**config.mk**
```make
export PLATFORM = sky130hd
export DESIGN_NAME = pif_flags
export DESIGN_NICKNAME = d
export VERILOG_FILES = /design/src/verilog/pif_pkg.sv /design/src/verilog/pif_conv_pair.sv /design/src/verilog/pif_flags.sv
export SDC_FILE = /design/constraint.sdc
export NUM_CORES = 1
export LEC_CHECK = 0
export BUFFER_PORTS_ARGS = -buffer_cell sky130_fd_sc_hd__buf_2
export CORE_MARGIN = 4
export CORE_UTILIZATION = 59
export CTS_CLUSTER_DIAMETER = 200
export DETAILED_ROUTE_END_ITERATION = 10
export PLACE_DENSITY = 0.79
export SLEW_MARGIN = 20
export SYNTH_ARGS = -nofsm -noshare
export SYNTH_HDL_FRONTEND = slang
export SYNTH_SLANG_ARGS = --single-unit
```
**constraint.sdc**
```tcl
create_clock -name clock -period 3.5 [get_ports clock]
set_input_delay 0.35 -clock clock [delete_from_list [all_inputs] [get_ports clock]]
set_output_delay 0.35 -clock clock [all_outputs]
set_load 0.05 [all_outputs]
```
**src/verilog/pif_pkg.sv**
```systemverilog
// constants, carriers and helpers for the power controller event flag logic
package pif_pkg;
   // register offsets
   localparam logic [7:0] PIF_ADDR_RESET = 8'h16;
   localparam logic [7:0] PIF_ADDR_TOP = 8'h18;
   localparam logic [7:0] PIF_ADDR_C01 = 8'h19;
   localparam logic [7:0] PIF_ADDR_C23 = 8'h1a;
   localparam logic [7:0] PIF_ADDR_STAT = 8'h1b;
   // field positions
   localparam int PIF_TOP_SUM_LSB = 4;
   localparam int PIF_TOP_TSD = 3;
   localparam int PIF_TOP_TWARN = 2;
   localparam int PIF_TOP_RST = 1;
   localparam int PIF_TOP_MEAS = 0;
   localparam int PIF_CV_PG = 2;
   localparam int PIF_CV_SC = 1;
   localparam int PIF_CV_ILIM = 0;
   localparam int PIF_CV_STRIDE = 4;
   localparam int PIF_SWRESET_BIT = 0;
   localparam int PIF_STAT_TSD = 1;
   localparam int PIF_STAT_TWARN = 0;
   // values after reset
   localparam logic [7:0] PIF_TOP_RESET = 8'h00;
   localparam logic [7:0] PIF_CV_RESET = 8'h00;
   // timing at a 10 MHz clock
   localparam int PIF_CLK_KHZ = 10000;
   localparam int PIF_SC_TIMEOUT_US = 1000;
   localparam int PIF_STARTUP_US = 100;
   localparam int PIF_SC_TIMEOUT_CYC = (PIF_SC_TIMEOUT_US * PIF_CLK_KHZ) / 1000;
   localparam int PIF_STARTUP_CYC = (PIF_STARTUP_US * PIF_CLK_KHZ) / 1000;
   localparam int PIF_CNT_W = 14;

   typedef enum logic {
      PIF_BOOT_HOLD = 1'b0,
      PIF_BOOT_RUN = 1'b1
   } pif_boot_e;

   // analog comparator outputs of the four converters
   typedef struct packed {
      logic [3:0] pg;
      logic [3:0] above_sc;
      logic [3:0] ilim;
   } pif_conv_evt_s;

   typedef struct packed {
      logic tsd;
      logic twarn;
      logic reset_pin_n;
      logic analog_supply_ok;
      pif_conv_evt_s conv;
   } pif_pins_s;

   typedef struct packed {
      logic [7:0] addr;
      logic [7:0] wdata;
      logic wr;
      logic rd;
   } pif_reg_req_s;

   // write-one-to-clear update; a set in the same cycle wins over the clear
   function automatic logic [7:0] pif_w1c(input logic [7:0] cur, input logic [7:0] set,
                                          input logic wr, input logic [7:0] wdata);
      logic [7:0] clr;
      clr = wr ? wdata : 8'h00;
      return (cur & ~clr) | set;
   endfunction
endpackage
```
**src/verilog/pif_conv_pair.sv**
```systemverilog
// flag register of one pair of converters with short-circuit timeout
`timescale 1ns/1ns
module pif_conv_pair import pif_pkg::*; #(
   parameter int TIMEOUT_CYC = PIF_SC_TIMEOUT_CYC
) (
   // clock and reset
   input wire logic clock,
   input wire logic rst_b,
   input wire logic soft_clr,
   // converter state, already synchronised
   input wire logic [1:0] en,
   input wire logic [1:0] pg,
   input wire logic [1:0] above_sc,
   input wire logic [1:0] ilim,
   // register write
   input wire logic wr,
   input wire logic [7:0] wdata,
   // flag register and summaries
   output logic [7:0] flags,
   output logic [1:0] pending
);
   localparam logic [PIF_CNT_W-1:0] LAST = PIF_CNT_W'(TIMEOUT_CYC - 1);

   logic [1:0] risen;
   logic [1:0] timed_out;
   logic [PIF_CNT_W-1:0] cnt [2];
   logic [7:0] set;

   // ramp supervision: count from enable until the output passes the short level
   for (genvar i = 0; i < 2; i++) begin : g_cv
      always_ff @(posedge clock) begin
         if (!rst_b || !en[i]) begin
            risen[i] <= 1'b0;
            cnt[i] <= '0;
         end else begin
            if (above_sc[i]) begin
               risen[i] <= 1'b1;
            end
            if (!risen[i] && !above_sc[i] && cnt[i] != LAST) begin
               cnt[i] <= cnt[i] + 1'b1;
            end
         end
      end
      assign timed_out[i] = en[i] && !risen[i] && !above_sc[i] && cnt[i] == LAST;
      always_comb begin
         set[i*PIF_CV_STRIDE + PIF_CV_PG] = pg[i];
         set[i*PIF_CV_STRIDE + PIF_CV_SC] = (en[i] && risen[i] && !above_sc[i]) || timed_out[i];
         set[i*PIF_CV_STRIDE + PIF_CV_ILIM] = ilim[i];
         set[i*PIF_CV_STRIDE + 3] = 1'b0;
      end
      assign pending[i] = |flags[i*PIF_CV_STRIDE +: 3];
   end

   // reserved bits 7 and 3 stay zero
   always_ff @(posedge clock) begin
      if (!rst_b || soft_clr) begin
         flags <= PIF_CV_RESET;
      end else begin
         flags <= pif_w1c(flags, set, wr, wdata) & 8'h77;
      end
   end
endmodule

```
**src/verilog/pif_flags.sv**
```systemverilog
// latched event flags, startup sequencing and converter enable gating
`timescale 1ns/1ns
module pif_flags import pif_pkg::*; #(
   parameter int SC_TIMEOUT_CYC = PIF_SC_TIMEOUT_CYC,
   parameter int STARTUP_CYC = PIF_STARTUP_CYC
) (
   // clock and reset
   input wire logic clock,
   input wire logic rst_b,
   // asynchronous analog and pin inputs
   input wire pif_pins_s pins,
   // same-clock inputs from the sequencer and measurement unit
   input wire logic [3:0] conv_en_req,
   input wire logic meas_done,
   // register access from the serial interface
   input wire pif_reg_req_s reg_req,
   output logic [7:0] reg_rdata,
   // converter control
   output logic [3:0] conv_en,
   output logic startup_busy
);
   localparam logic [PIF_CNT_W-1:0] BOOT_LAST = PIF_CNT_W'(STARTUP_CYC - 1);

   pif_pins_s sync1;
   pif_pins_s sync2;
   pif_boot_e boot;
   pif_boot_e next_boot;
   logic [PIF_CNT_W-1:0] boot_cnt;
   logic boot_cause;
   logic boot_done;
   logic soft_clr;
   logic software_reset_cmd;
   logic wr_top;
   logic wr_c01;
   logic wr_c23;
   logic [7:0] top_flags;
   logic [7:0] top_set;
   logic [7:0] c01_flags;
   logic [7:0] c23_flags;
   logic [1:0] pend01;
   logic [1:0] pend23;
   logic [3:0] summary;
   logic [7:0] top_view;
   logic [7:0] stat_view;

   // two-stage synchroniser; the first stage feeds only the second
   always_ff @(posedge clock) begin
      if (!rst_b) begin
         sync1 <= '0;
         sync2 <= '0;
      end else begin
         sync1 <= pins;
         sync2 <= sync1;
      end
   end

   // register write decode
   assign wr_top = reg_req.wr && reg_req.addr == PIF_ADDR_TOP;
   assign wr_c01 = reg_req.wr && reg_req.addr == PIF_ADDR_C01;
   assign wr_c23 = reg_req.wr && reg_req.addr == PIF_ADDR_C23;
   // the software reset bit is a self-clearing pulse, never stored
   assign software_reset_cmd = reg_req.wr && reg_req.addr == PIF_ADDR_RESET && reg_req.wdata[PIF_SWRESET_BIT];

   // startup: any cause restarts the hold; the flag latches when the hold completes
   assign boot_cause = !sync2.reset_pin_n || !sync2.analog_supply_ok || software_reset_cmd;
   assign boot_done = boot == PIF_BOOT_HOLD && !boot_cause && boot_cnt == BOOT_LAST;
   assign soft_clr = boot == PIF_BOOT_HOLD;
   assign startup_busy = soft_clr;

   always_comb begin
      case (boot)
         PIF_BOOT_HOLD: next_boot = boot_done ? PIF_BOOT_RUN : PIF_BOOT_HOLD;
         PIF_BOOT_RUN: next_boot = boot_cause ? PIF_BOOT_HOLD : PIF_BOOT_RUN;
         default: next_boot = PIF_BOOT_HOLD;
      endcase
   end

   always_ff @(posedge clock) begin
      if (!rst_b) begin
         boot <= PIF_BOOT_HOLD;
      end else begin
         boot <= next_boot;
      end
   end

   // hold counter restarts while a cause is present, so startup follows its release
   always_ff @(posedge clock) begin
      if (!rst_b || boot_cause || boot == PIF_BOOT_RUN) begin
         boot_cnt <= '0;
      end else if (boot_cnt != BOOT_LAST) begin
         boot_cnt <= boot_cnt + 1'b1;
      end
   end

   // top flag sources; summary bits are never stored
   always_comb begin
      top_set = 8'h00;
      top_set[PIF_TOP_TSD] = sync2.tsd;
      top_set[PIF_TOP_TWARN] = sync2.twarn;
      top_set[PIF_TOP_RST] = boot_done;
      top_set[PIF_TOP_MEAS] = meas_done && boot == PIF_BOOT_RUN;
   end

   // the reset flag must survive the defaults restore that precedes it
   always_ff @(posedge clock) begin
      if (!rst_b) begin
         top_flags <= PIF_TOP_RESET;
      end else if (soft_clr && !boot_done) begin
         top_flags <= PIF_TOP_RESET;
      end else begin
         top_flags <= pif_w1c(top_flags, top_set, wr_top, reg_req.wdata) & 8'h0f;
      end
   end

   // converter enables: dropped on the cause edge itself, during startup and while shutdown is latched or live
   always_ff @(posedge clock) begin
      if (!rst_b) begin
         conv_en <= 4'h0;
      end else if (soft_clr || boot_cause || top_flags[PIF_TOP_TSD] || sync2.tsd) begin
         conv_en <= 4'h0;
      end else begin
         conv_en <= conv_en_req;
      end
   end

   // the two flag registers share one implementation
   pif_conv_pair #(
      .TIMEOUT_CYC(SC_TIMEOUT_CYC)
   ) u_c01 (
      .clock(clock),
      .rst_b(rst_b),
      .soft_clr(soft_clr),
      .en(conv_en[1:0]),
      .pg(sync2.conv.pg[1:0]),
      .above_sc(sync2.conv.above_sc[1:0]),
      .ilim(sync2.conv.ilim[1:0]),
      .wr(wr_c01),
      .wdata(reg_req.wdata),
      .flags(c01_flags),
      .pending(pend01)
   );

   pif_conv_pair #(
      .TIMEOUT_CYC(SC_TIMEOUT_CYC)
   ) u_c23 (
      .clock(clock),
      .rst_b(rst_b),
      .soft_clr(soft_clr),
      .en(conv_en[3:2]),
      .pg(sync2.conv.pg[3:2]),
      .above_sc(sync2.conv.above_sc[3:2]),
      .ilim(sync2.conv.ilim[3:2]),
      .wr(wr_c23),
      .wdata(reg_req.wdata),
      .flags(c23_flags),
      .pending(pend23)
   );

   assign summary = {pend23, pend01};
   assign top_view = {summary, top_flags[3:0]};
   // live thermal state, unlatched
   always_comb begin
      stat_view = 8'h00;
      stat_view[PIF_STAT_TSD] = sync2.tsd;
      stat_view[PIF_STAT_TWARN] = sync2.twarn;
   end

   // read data is registered; unmapped offsets and the reset register read zero
   always_ff @(posedge clock) begin
      if (!rst_b) begin
         reg_rdata <= 8'h00;
      end else if (reg_req.rd) begin
         case (reg_req.addr)
            PIF_ADDR_TOP: reg_rdata <= top_view;
            PIF_ADDR_C01: reg_rdata <= c01_flags;
            PIF_ADDR_C23: reg_rdata <= c23_flags;
            PIF_ADDR_STAT: reg_rdata <= stat_view;
            default: reg_rdata <= 8'h00;
         endcase
      end
   end
endmodule

```
# ---- Word level (Yosys, flattened, before mapping)
# Memory sizes are Yosys's and may differ from the RTL's.
# Index checks and enable logic that the tools add are counted.
dict set report totals {
  register_bits 79
  ramBits 56
  memories 2
}
# memory words width rd rd_ports_with_merged_regs wr line
set memory_table {}
lappend memory_table {u_c01.cnt 2 14 2 0 2 pif_conv_pair.sv:26} ;# logic [PIF_CNT_W-1:0] cnt [2];
lappend memory_table {u_c23.cnt 2 14 2 0 2 pif_conv_pair.sv:26}
dict set report classes {
  addsub 5
  n_eq_ne 15
  muxes 31
  n_bitwise 15
  n_reduce_logical 76
}
# cell count
set op_table {}
lappend op_table {{adder 14 x 1 -> 14 bit, second input constant} 5}
lappend op_table {{== test 14 bit, second input constant} 4}
lappend op_table {{two-way mux 14 bit} 4}
lappend op_table {{inequality test 14 bit, second input constant} 4}
lappend op_table {{== test 8 x 5 -> 1 bit, second input constant} 5}
lappend op_table {{logical AND 1 bit} 37}
lappend op_table {{case mux 8 bit (4 select lines)} 1}
lappend op_table {{two-way mux 1 bit} 22}
lappend op_table {{zero test 1 bit} 17}
lappend op_table {{logical OR 1 bit} 16}
lappend op_table {{bitwise AND 7 bit} 2}
lappend op_table {{== test 14 x 10 -> 1 bit, second input constant} 1}
lappend op_table {{two-way mux 7 bit} 2}
lappend op_table {{inequality test 14 x 10 -> 1 bit, second input constant} 1}
lappend op_table {{inverter 7 bit} 2}
lappend op_table {{bitwise OR 7 bit} 2}
lappend op_table {{OR reduction 3 bit} 4}
lappend op_table {{bitwise AND 4 bit} 1}
lappend op_table {{two-way mux 4 bit} 1}
lappend op_table {{inverter 4 bit} 1}
lappend op_table {{bitwise OR 1 bit} 4}
lappend op_table {{bitwise OR 4 bit} 1}
lappend op_table {{OR reduction 2 bit} 2}
lappend op_table {{inverter 1 bit} 2}
lappend op_table {{case mux 1 bit (2 select lines)} 1}

# ---- Depth between registers and ports, before layout
# Gate-level depths: netlist of run 1.
dict set report logic_depth {
  depth_word 10
  ltp_mapped 7
  depth_no_buf 5
}

# ---- By module
# A second synthesis of run 1 with hierarchy kept.
dict set report unflattened {
  cells_unflattened 613
  hier_area_um2 6108.4
}
# mod n_inst cells_per_inst area_per_inst_um2
set by_module_without_submodules {}
lappend by_module_without_submodules {pif_flags 1 250 2428.6}
lappend by_module_without_submodules {{pif_conv_pair at u_c23} 1 183 1845.5}
lappend by_module_without_submodules {{pif_conv_pair at u_c01} 1 180 1834.3}

# ---- Worst setup path before layout of run 1
# Ideal clock, no wire load.
dict set report synth_path {
  kind {register to register}
  start {memory u_c01.cnt[1][0]}
  end {memory u_c01.cnt[1][0] (enable)}
  setup_ns 0.436
  arrival_time_ns 2.628
  required_ns 3.064
  slack_ns 0.436
  stages_incl_launch_ff 5
  path_buffers 0
  synth_period_minus_slack_ns 3.064
  cell_sequence {edfxtp_1 > ha_1 > nand3_1 > nor4_1 > o311ai_0}
}
# element line
set synth_lines {}
lappend synth_lines {{start: declaration} pif_conv_pair.sv:26}

==> results of run 1 <==
[synthesized netlist by cell type (14+ instances only)]
library cell	number
nand3_1	33
edfxtp_1	56
nor2_1	80
nor3_1	15
inv_1	25
and2_1	38
o21ai_0	18
clkbuf_1	14
nand4_1	17
dfxtp_1	79
a21oi_1	28
xnor2_1	32
nand2_1	30
xor2_1	22
[layer usage]
layer	routed length, um	GRT usage
met3	595	0.0480
met4	154	0.0848
met5	0	0
met1	5360	0.276
met2	5500	0.323
[logic make-up after synthesis]
family	Yosys count	share of synthesized area
and+or+nand+nor	285	0.253
adders and majority gates	5	0.0104
xor gates and xnor gates	54	0.0788
AOI/OAI and AO/OA	70	0.0738
muxes	2	0.00750
buffers and inverters	48	0.0331
DFF	135	0.544
[layout by cell type, fill, tap and decap left out, drive strengths merged, types with 18 or more instances in the layout]
cell type and n:
nor3 18, nor2 80, xnor2 32, inv 28, xor2 22, nand2 30
a21oi 28, buf 55, clkbuf 22, and2 38, dfxtp 79, edfxtp 56
nand3 33, o21ai 18
[repair_timing]
| item | CTS | global route |
|---|---|---|
| hold buffers | 2 | 0 |
| endpoints found under the setup margin | 0 | 0 |
| hold endpoints to repair | 2 | 0 |
| buffers inserted | 0 | 0 |
[final cells by class]
class	count	share of cell area
Tap cell	133	0.0238
Clock inverter	10	0.0113
Timing Repair Buffer	57	0.0433
Sequential cell	135	0.467
Inverter	26	0.0140
Multi-Input combinational cell	416	0.367
Clock buffer	22	0.0739
[how the worst max path moves through the flow]
stage | end | slack (ns) | depth (start not counted)
floorplan | u_c01.cnt[1][0] | 0.44 | 4
global placement | u_c23.cnt[1][0] | 1.10 | 3
detailed placement | u_c23.cnt[1][11] | 1.01 | 3
CTS | u_c23.cnt[1][3] | 0.98 | 3
global route | u_c23.cnt[0][4] | 0.77 | 4
finish | u_c23.cnt[0][6] | 0.91 | 4
[flip-flops by register name, summed over array words and instances (netlist names)]
register	cells
u_c01.cnt	28
conv_en	4
top_flags	4
u_c01.risen	2
sync1	16
u_c23.cnt	28
u_c23.flags	6
sync2	14
u_c01.flags	6
u_c23.risen	2
boot_cnt	14
reg_rdata	8
stat_view	2
boot	1
[power breakdown]
group | total (mW) | switching (mW) | internal, mW
combinational | 0.0721 | 0.0377 | 0.0343
clock | 1.72 | 0.673 | 1.04
sequential | 1.65 | 0.00580 | 1.64
total | 3.44 | 0.717 | 2.72
[stage by stage]
| stage | hold slack (ns) | std cells | area [um2] | setup WS (ns) |
|---|---|---|---|---|
| 6_report | 0.0230 | 799 | 6990 | 0.914 |
| 5_1_grt | 0.00351 | 799 | 6990 | 0.770 |
| 4_1_cts | 0.00319 | 799 | 6980 | 0.982 |
| 3_5_place_dp | 0.418 | 765 | 6370 | 1.01 |
| 3_3_place_gp | 0.419 | 765 | 6370 | 1.10 |
| 2_1_floorplan | 0.411 | 599 | 6000 | 0.436 |
[critical path: stages, from the launching register on]
cell and delay (ns):
edfxtp_1 0.47, or4b_1 0.57, nor4_1 0.67, or4_1 0.50
nor2_1 0.11
==> impl_results.md, run 1 <==
* Outcome: complete, no violations
* Area Overhead vs Synth at 16.5%
* Share of cells above drive strength 1 at 0.156
* CTS tree: built
* Post-DR wirelength/cell at 14.5 um
* Area of the core at 0.00982 mm2
* Hold_sp: pins[11]
* Vias at 4441
* Pin count of the biggest net entering global routing at 35
* Clk slew on worst S/H paths at 0.06 ns
* Global placer's final weighted congestion at 0.901
* Setup violators final at 0
* Initial antenna violation count at 0
* Final hold vios at 0
* Tmin final at 2.59 ns
* Leakage at 2.44 nW
* Synthesized instance count at 599
* Slew headroom at 0.505
* Vias in the first global route at 4195
* Area of the multi-input gates at 0.00257 mm2
* Hold Path Depth at 2
* Seq cells post-synth at 135
* Pwr dens at 492 mW/mm2
* Setup TNS at 0 ns
* Slew Limit Fails at 0
* HP Class: in2reg
* Reg-to-reg endpoint: u_c23.cnt[0][6]
* # IOs at 54
* Max rail drop VDD at 0.452 mV
* Final Power at 3.44 mW
* Cell area after synthesis at 0.00600 mm2
* PostCTS Resize Cnt at 0
* Synth area leader: edfxtp_1
* DRC at 0
* RSZ-0062 raised after global routing: no
* Gr usage total at 0.206
* Register area at 0.00326 mm2
* Final worst path period share at 0.739
* CTS Buf Count at 17
* Worst Clk Skew at 0.00533 ns
* Post-synth top flop: dfxtp_1
* Global route overflow at 0
* Remaining antenna violation count after routing at 0
* Hold Path End: sync1[11]
* First DRT Iteration DRCs at 235
* Async set or reset register ratio after synthesis at 0
* Distinct cells, synth at 51
* Syn. warnings at 0
* Worst skew pair latency at 0.53 ns
* Syn_area_per_cell at 10.0 um2
* Post-synth EDFFs at 56
* Crit path kind: reg2reg
* Die ar. at 0.0119 mm2
* IO buf count at 52
* Layout Utilization at 0.712
* Hpwl dp at 8010 um
* R2R depth at 4
* Site row count at 36
* Fmax at 387 MHz
* Critical path required time at 3.76 ns
* Max-Cap Viols at 0
* # H-tree levels at 4
* Starting density of the core at 0.611
* CP Launch Type: flop
* Routed wire length at 11600 um
* Syn nets at 645
* Die Y at 109 um
* Yosys top cell area share at 0.280
* Crit-path max FO at 14
* Die Span X at 109 um
* Critical Path End Type: flop
* Max Buffers Root-to-Sink at 2
* DR vias/cell at 5.56
* Area contributors post-synth: edfxtp_1 (28%), dfxtp_1 (26%), nor2_1 (5.0%), xnor2_1 (4.7%), and2_1 (4.0%)
* CTS root buf: clkbuf_8
* Drt pass-1 iters at 5
* Worst slew pin tran at 0.735 ns
* Sequential share of the synthesized area at 0.544
* First-pass GRT wire length at 19000 um
* R2r setup slk at 0.91 ns
* R2r startpoint: u_c23.cnt[0][5]
* CP Data Arrival Time at 2.85 ns
* Antenna cells at 0
* Fin nets at 699
* Critical Path Start: u_c23.cnt[0][5]
* Filler cells at 740
* Clock Sinks at 135
Power figures use the tool's default switching activity.
==> run 2: changes to the inputs <==
CORE_UTILIZATION = 53   (was 59)
PLACE_DENSITY = 0.75   (was 0.79)
clock period = 2.2 ns   (was 3.5 ns; I/O delays follow)
==> run 2 against run 1 <==
Net effect: via count rose by 3.8%; global-route usage is 0.23 points lower; sequential share of layout area shrank 1.8 points; first-iteration DRC count up 30%; highest routed layer is now met5.
==> impl_results.md, run 2 (synthesis gave the netlist of run 1 again) <==
* Cells after DPL at 798 (was 765)
* Pre-CTS setup slack at -0.138 ns (was 1.01 ns)
* Crit path kind: reg2reg (unchanged)
* Vias at 4608 (was 4441)
* Tmin final at 2.05 ns (was 2.59 ns)
* Max Buffers Root-to-Sink at 2 (unchanged)
* Largest regs: u_c01.cnt (28), u_c23.cnt (28), sync1 (16) (unchanged)
* Post-DR wirelength/cell at 14.9 um (was 14.5 um)
* CTS tree: built (unchanged)
* # H-tree levels at 4 (unchanged)
* First DRT Iteration DRCs at 306 (was 235)
* Routed wire length at 12500 um (was 11600 um)
* CP top delay family: simple AND/OR/NAND/NOR gates (unchanged)
* Fmax at 488 MHz (was 387 MHz)
* Starting density of the core at 0.547 (was 0.611)
* Critical path required time at 2.37 ns (was 3.76 ns)
* Setup violators final at 0 (unchanged)
* Commonest non-fill, non-tap cell in the layout: nor2_1 (unchanged)
* Final worst path period share at 0.932 (was 0.739)
* IO buf count at 52 (unchanged)
* Vias in the first global route at 4574 (was 4195)
* RSZ-0062 raised after global routing: no (unchanged)
* Max rail drop VDD at 0.534 mV (was 0.452 mV)
* Critical-path top delay cell: or4b_1 (was nor4_1)
* Filler-free cell count of the finished design at 839 (was 799)
* CTS root buf: clkbuf_16 (was clkbuf_8)
* Global route overflow at 0 (unchanged)
* Most frequent cells in the layout: nor2_1 (80), dfxtp_1 (79), edfxtp_1 (56) (unchanged)
* Area of the core at 0.0110 mm2 (was 0.00982 mm2)
* CTS Buf Count at 17 (unchanged)
* Initial antenna violation count at 1 (was 0)
* CP Launch Type: flop (unchanged)
* Leakage at 2.61 nW (was 2.44 nW)
* Share of cells above drive strength 1 at 0.187 (was 0.156)
* Gr usage total at 0.204 (was 0.206)
* Site row count at 38 (was 36)
* Worst slew pin tran at 0.747 ns (was 0.735 ns)
* Worst hold margin at 0.0101 ns (was 0.0230 ns)
* First-pass GRT wire length at 21200 um (was 19000 um)
* CP bufs+invs at 2 (was 0)
* Die Y at 114 um (was 109 um)
* HP Class: in2reg (unchanged)
* Antenna cells at 0 (unchanged)
* Worst skew pair latency at 0.42 ns (was 0.53 ns)
* Clock Sinks at 135 (unchanged)
* DR vias/cell at 5.49 (was 5.56)
* Hpwl dp at 8850 um (was 8010 um)
* Critical Path End Type: flop (unchanged)
* R2r startpoint: u_c23.cnt[0][6] (was u_c23.cnt[0][5])
* DRC at 0 (unchanged)
* Outcome: complete, no violations (unchanged)
* Drt pass-1 iters at 5 (unchanged)
* Crit path cell chain: or4b_1 -> nor4_2 -> buf_4 -> or4_1 -> buf_12 -> nor2_1 (was or4b_1 -> nor4_1 -> or4_1 -> nor2_1)
* Clk slew on worst S/H paths at 0.06 ns (about the same)
* Hold_sp: pins[12] (was pins[11])
* Pin count of the biggest net entering global routing at 28 (was 35)
* Die ar. at 0.0131 mm2 (was 0.0119 mm2)
* Slew Limit Fails at 0 (unchanged)
* CP Data Arrival Time at 2.22 ns (was 2.85 ns)
* Die Span X at 114 um (was 109 um)
* Area Overhead vs Synth at 21.1% (was 16.5%)
* Global placer's final weighted congestion at 0.882 (was 0.901)
* Final Power at 5.36 mW (was 3.44 mW)
* Max-Cap Viols at 0 (unchanged)
* Fin worst setup slack at 0.149 ns (was 0.914 ns)
* Fin nets at 732 (was 699)
* Largest stage delay on the critical path at 0.55 ns (was 0.67 ns)
* Remaining antenna violation count after routing at 0 (unchanged)
* Layout Utilization at 0.662 (was 0.712)
* Pwr dens at 736 mW/mm2 (was 492 mW/mm2)
* Slew headroom at 0.501 (was 0.505)
* Worst Clk Skew at 0.00593 ns (was 0.00533 ns)
* Critical Path Start: u_c23.cnt[0][6] (was u_c23.cnt[0][5])
* # IOs at 54 (unchanged)
* Crit-path max FO at 14 (unchanged)
* Final hold vios at 0 (unchanged)
## run 2: worst paths after layout
path | endpoint | slack (ns) | cells after the start
max | u_c23.cnt[0][10] | 0.15 | 6
min reg2reg | u_c23.flags[4] | 0.43 | 2
max reg2reg | u_c23.cnt[0][10] | 0.15 | 6
min | sync1[12] | 0.01 | 2
## run 2: routing by layer
layer / global-route usage / wire (um) / vias to the layer above / share of wire
met5: 0 / 13 / - / 0.0010
met4: 0.0744 / 172 / 2 / 0.014
met3: 0.0597 / 664 / 19 / 0.053
met2: 0.331 / 6130 / 120 / 0.49
met1: 0.258 / 5500 / 2172 / 0.44
li1: - / - / 2295 / -
## run 2: report_power, final
part	switching, mW	internal [mW]	leakage, nW	total (mW)
clock	1.09	1.51	0.274	2.61
combinational	0.0621	0.0647	1.00	0.127
sequential	0.00899	2.61	1.33	2.62
total	1.16	4.19	2.61	5.36
## run 2: worst register-to-register path, cell delays in order (launching register included)
cell,delay [ns]
edfxtp_1,0.45
or4b_1,0.55
nor4_2,0.29
buf_4,0.17
or4_1,0.14
buf_12,0.14
nor2_1,0.06
## run 2: cell type report
type | count | area [um2]
fill | 841 | 3710
tap | 140 | 175
clock buffer | 19 | 454
timing repair buffer | 90 | 606
inverter | 26 | 97.6
clock inverter | 13 | 93.8
multi-input combinational | 416 | 2580
sequential | 135 | 3260
## run 2: through the flow
step / area [um2] / TNS [ns]
after global placement: 6610 / -0.320
after floorplan: 6020 / 0
after detailed placement: 6610 / -1.92
final: 7270 / 0
after global routing: 7270 / 0
after CTS: 7260 / 0
## run 2: repair_timing
item / CTS / global route
hold endpoints to repair: 9 / 0
endpoints found under the setup margin: 14 / 28
setup buffers: 0 / 0
gates resized for setup: 1 / 3
pin swaps: 0 / 0
hold buffers: 9 / 0
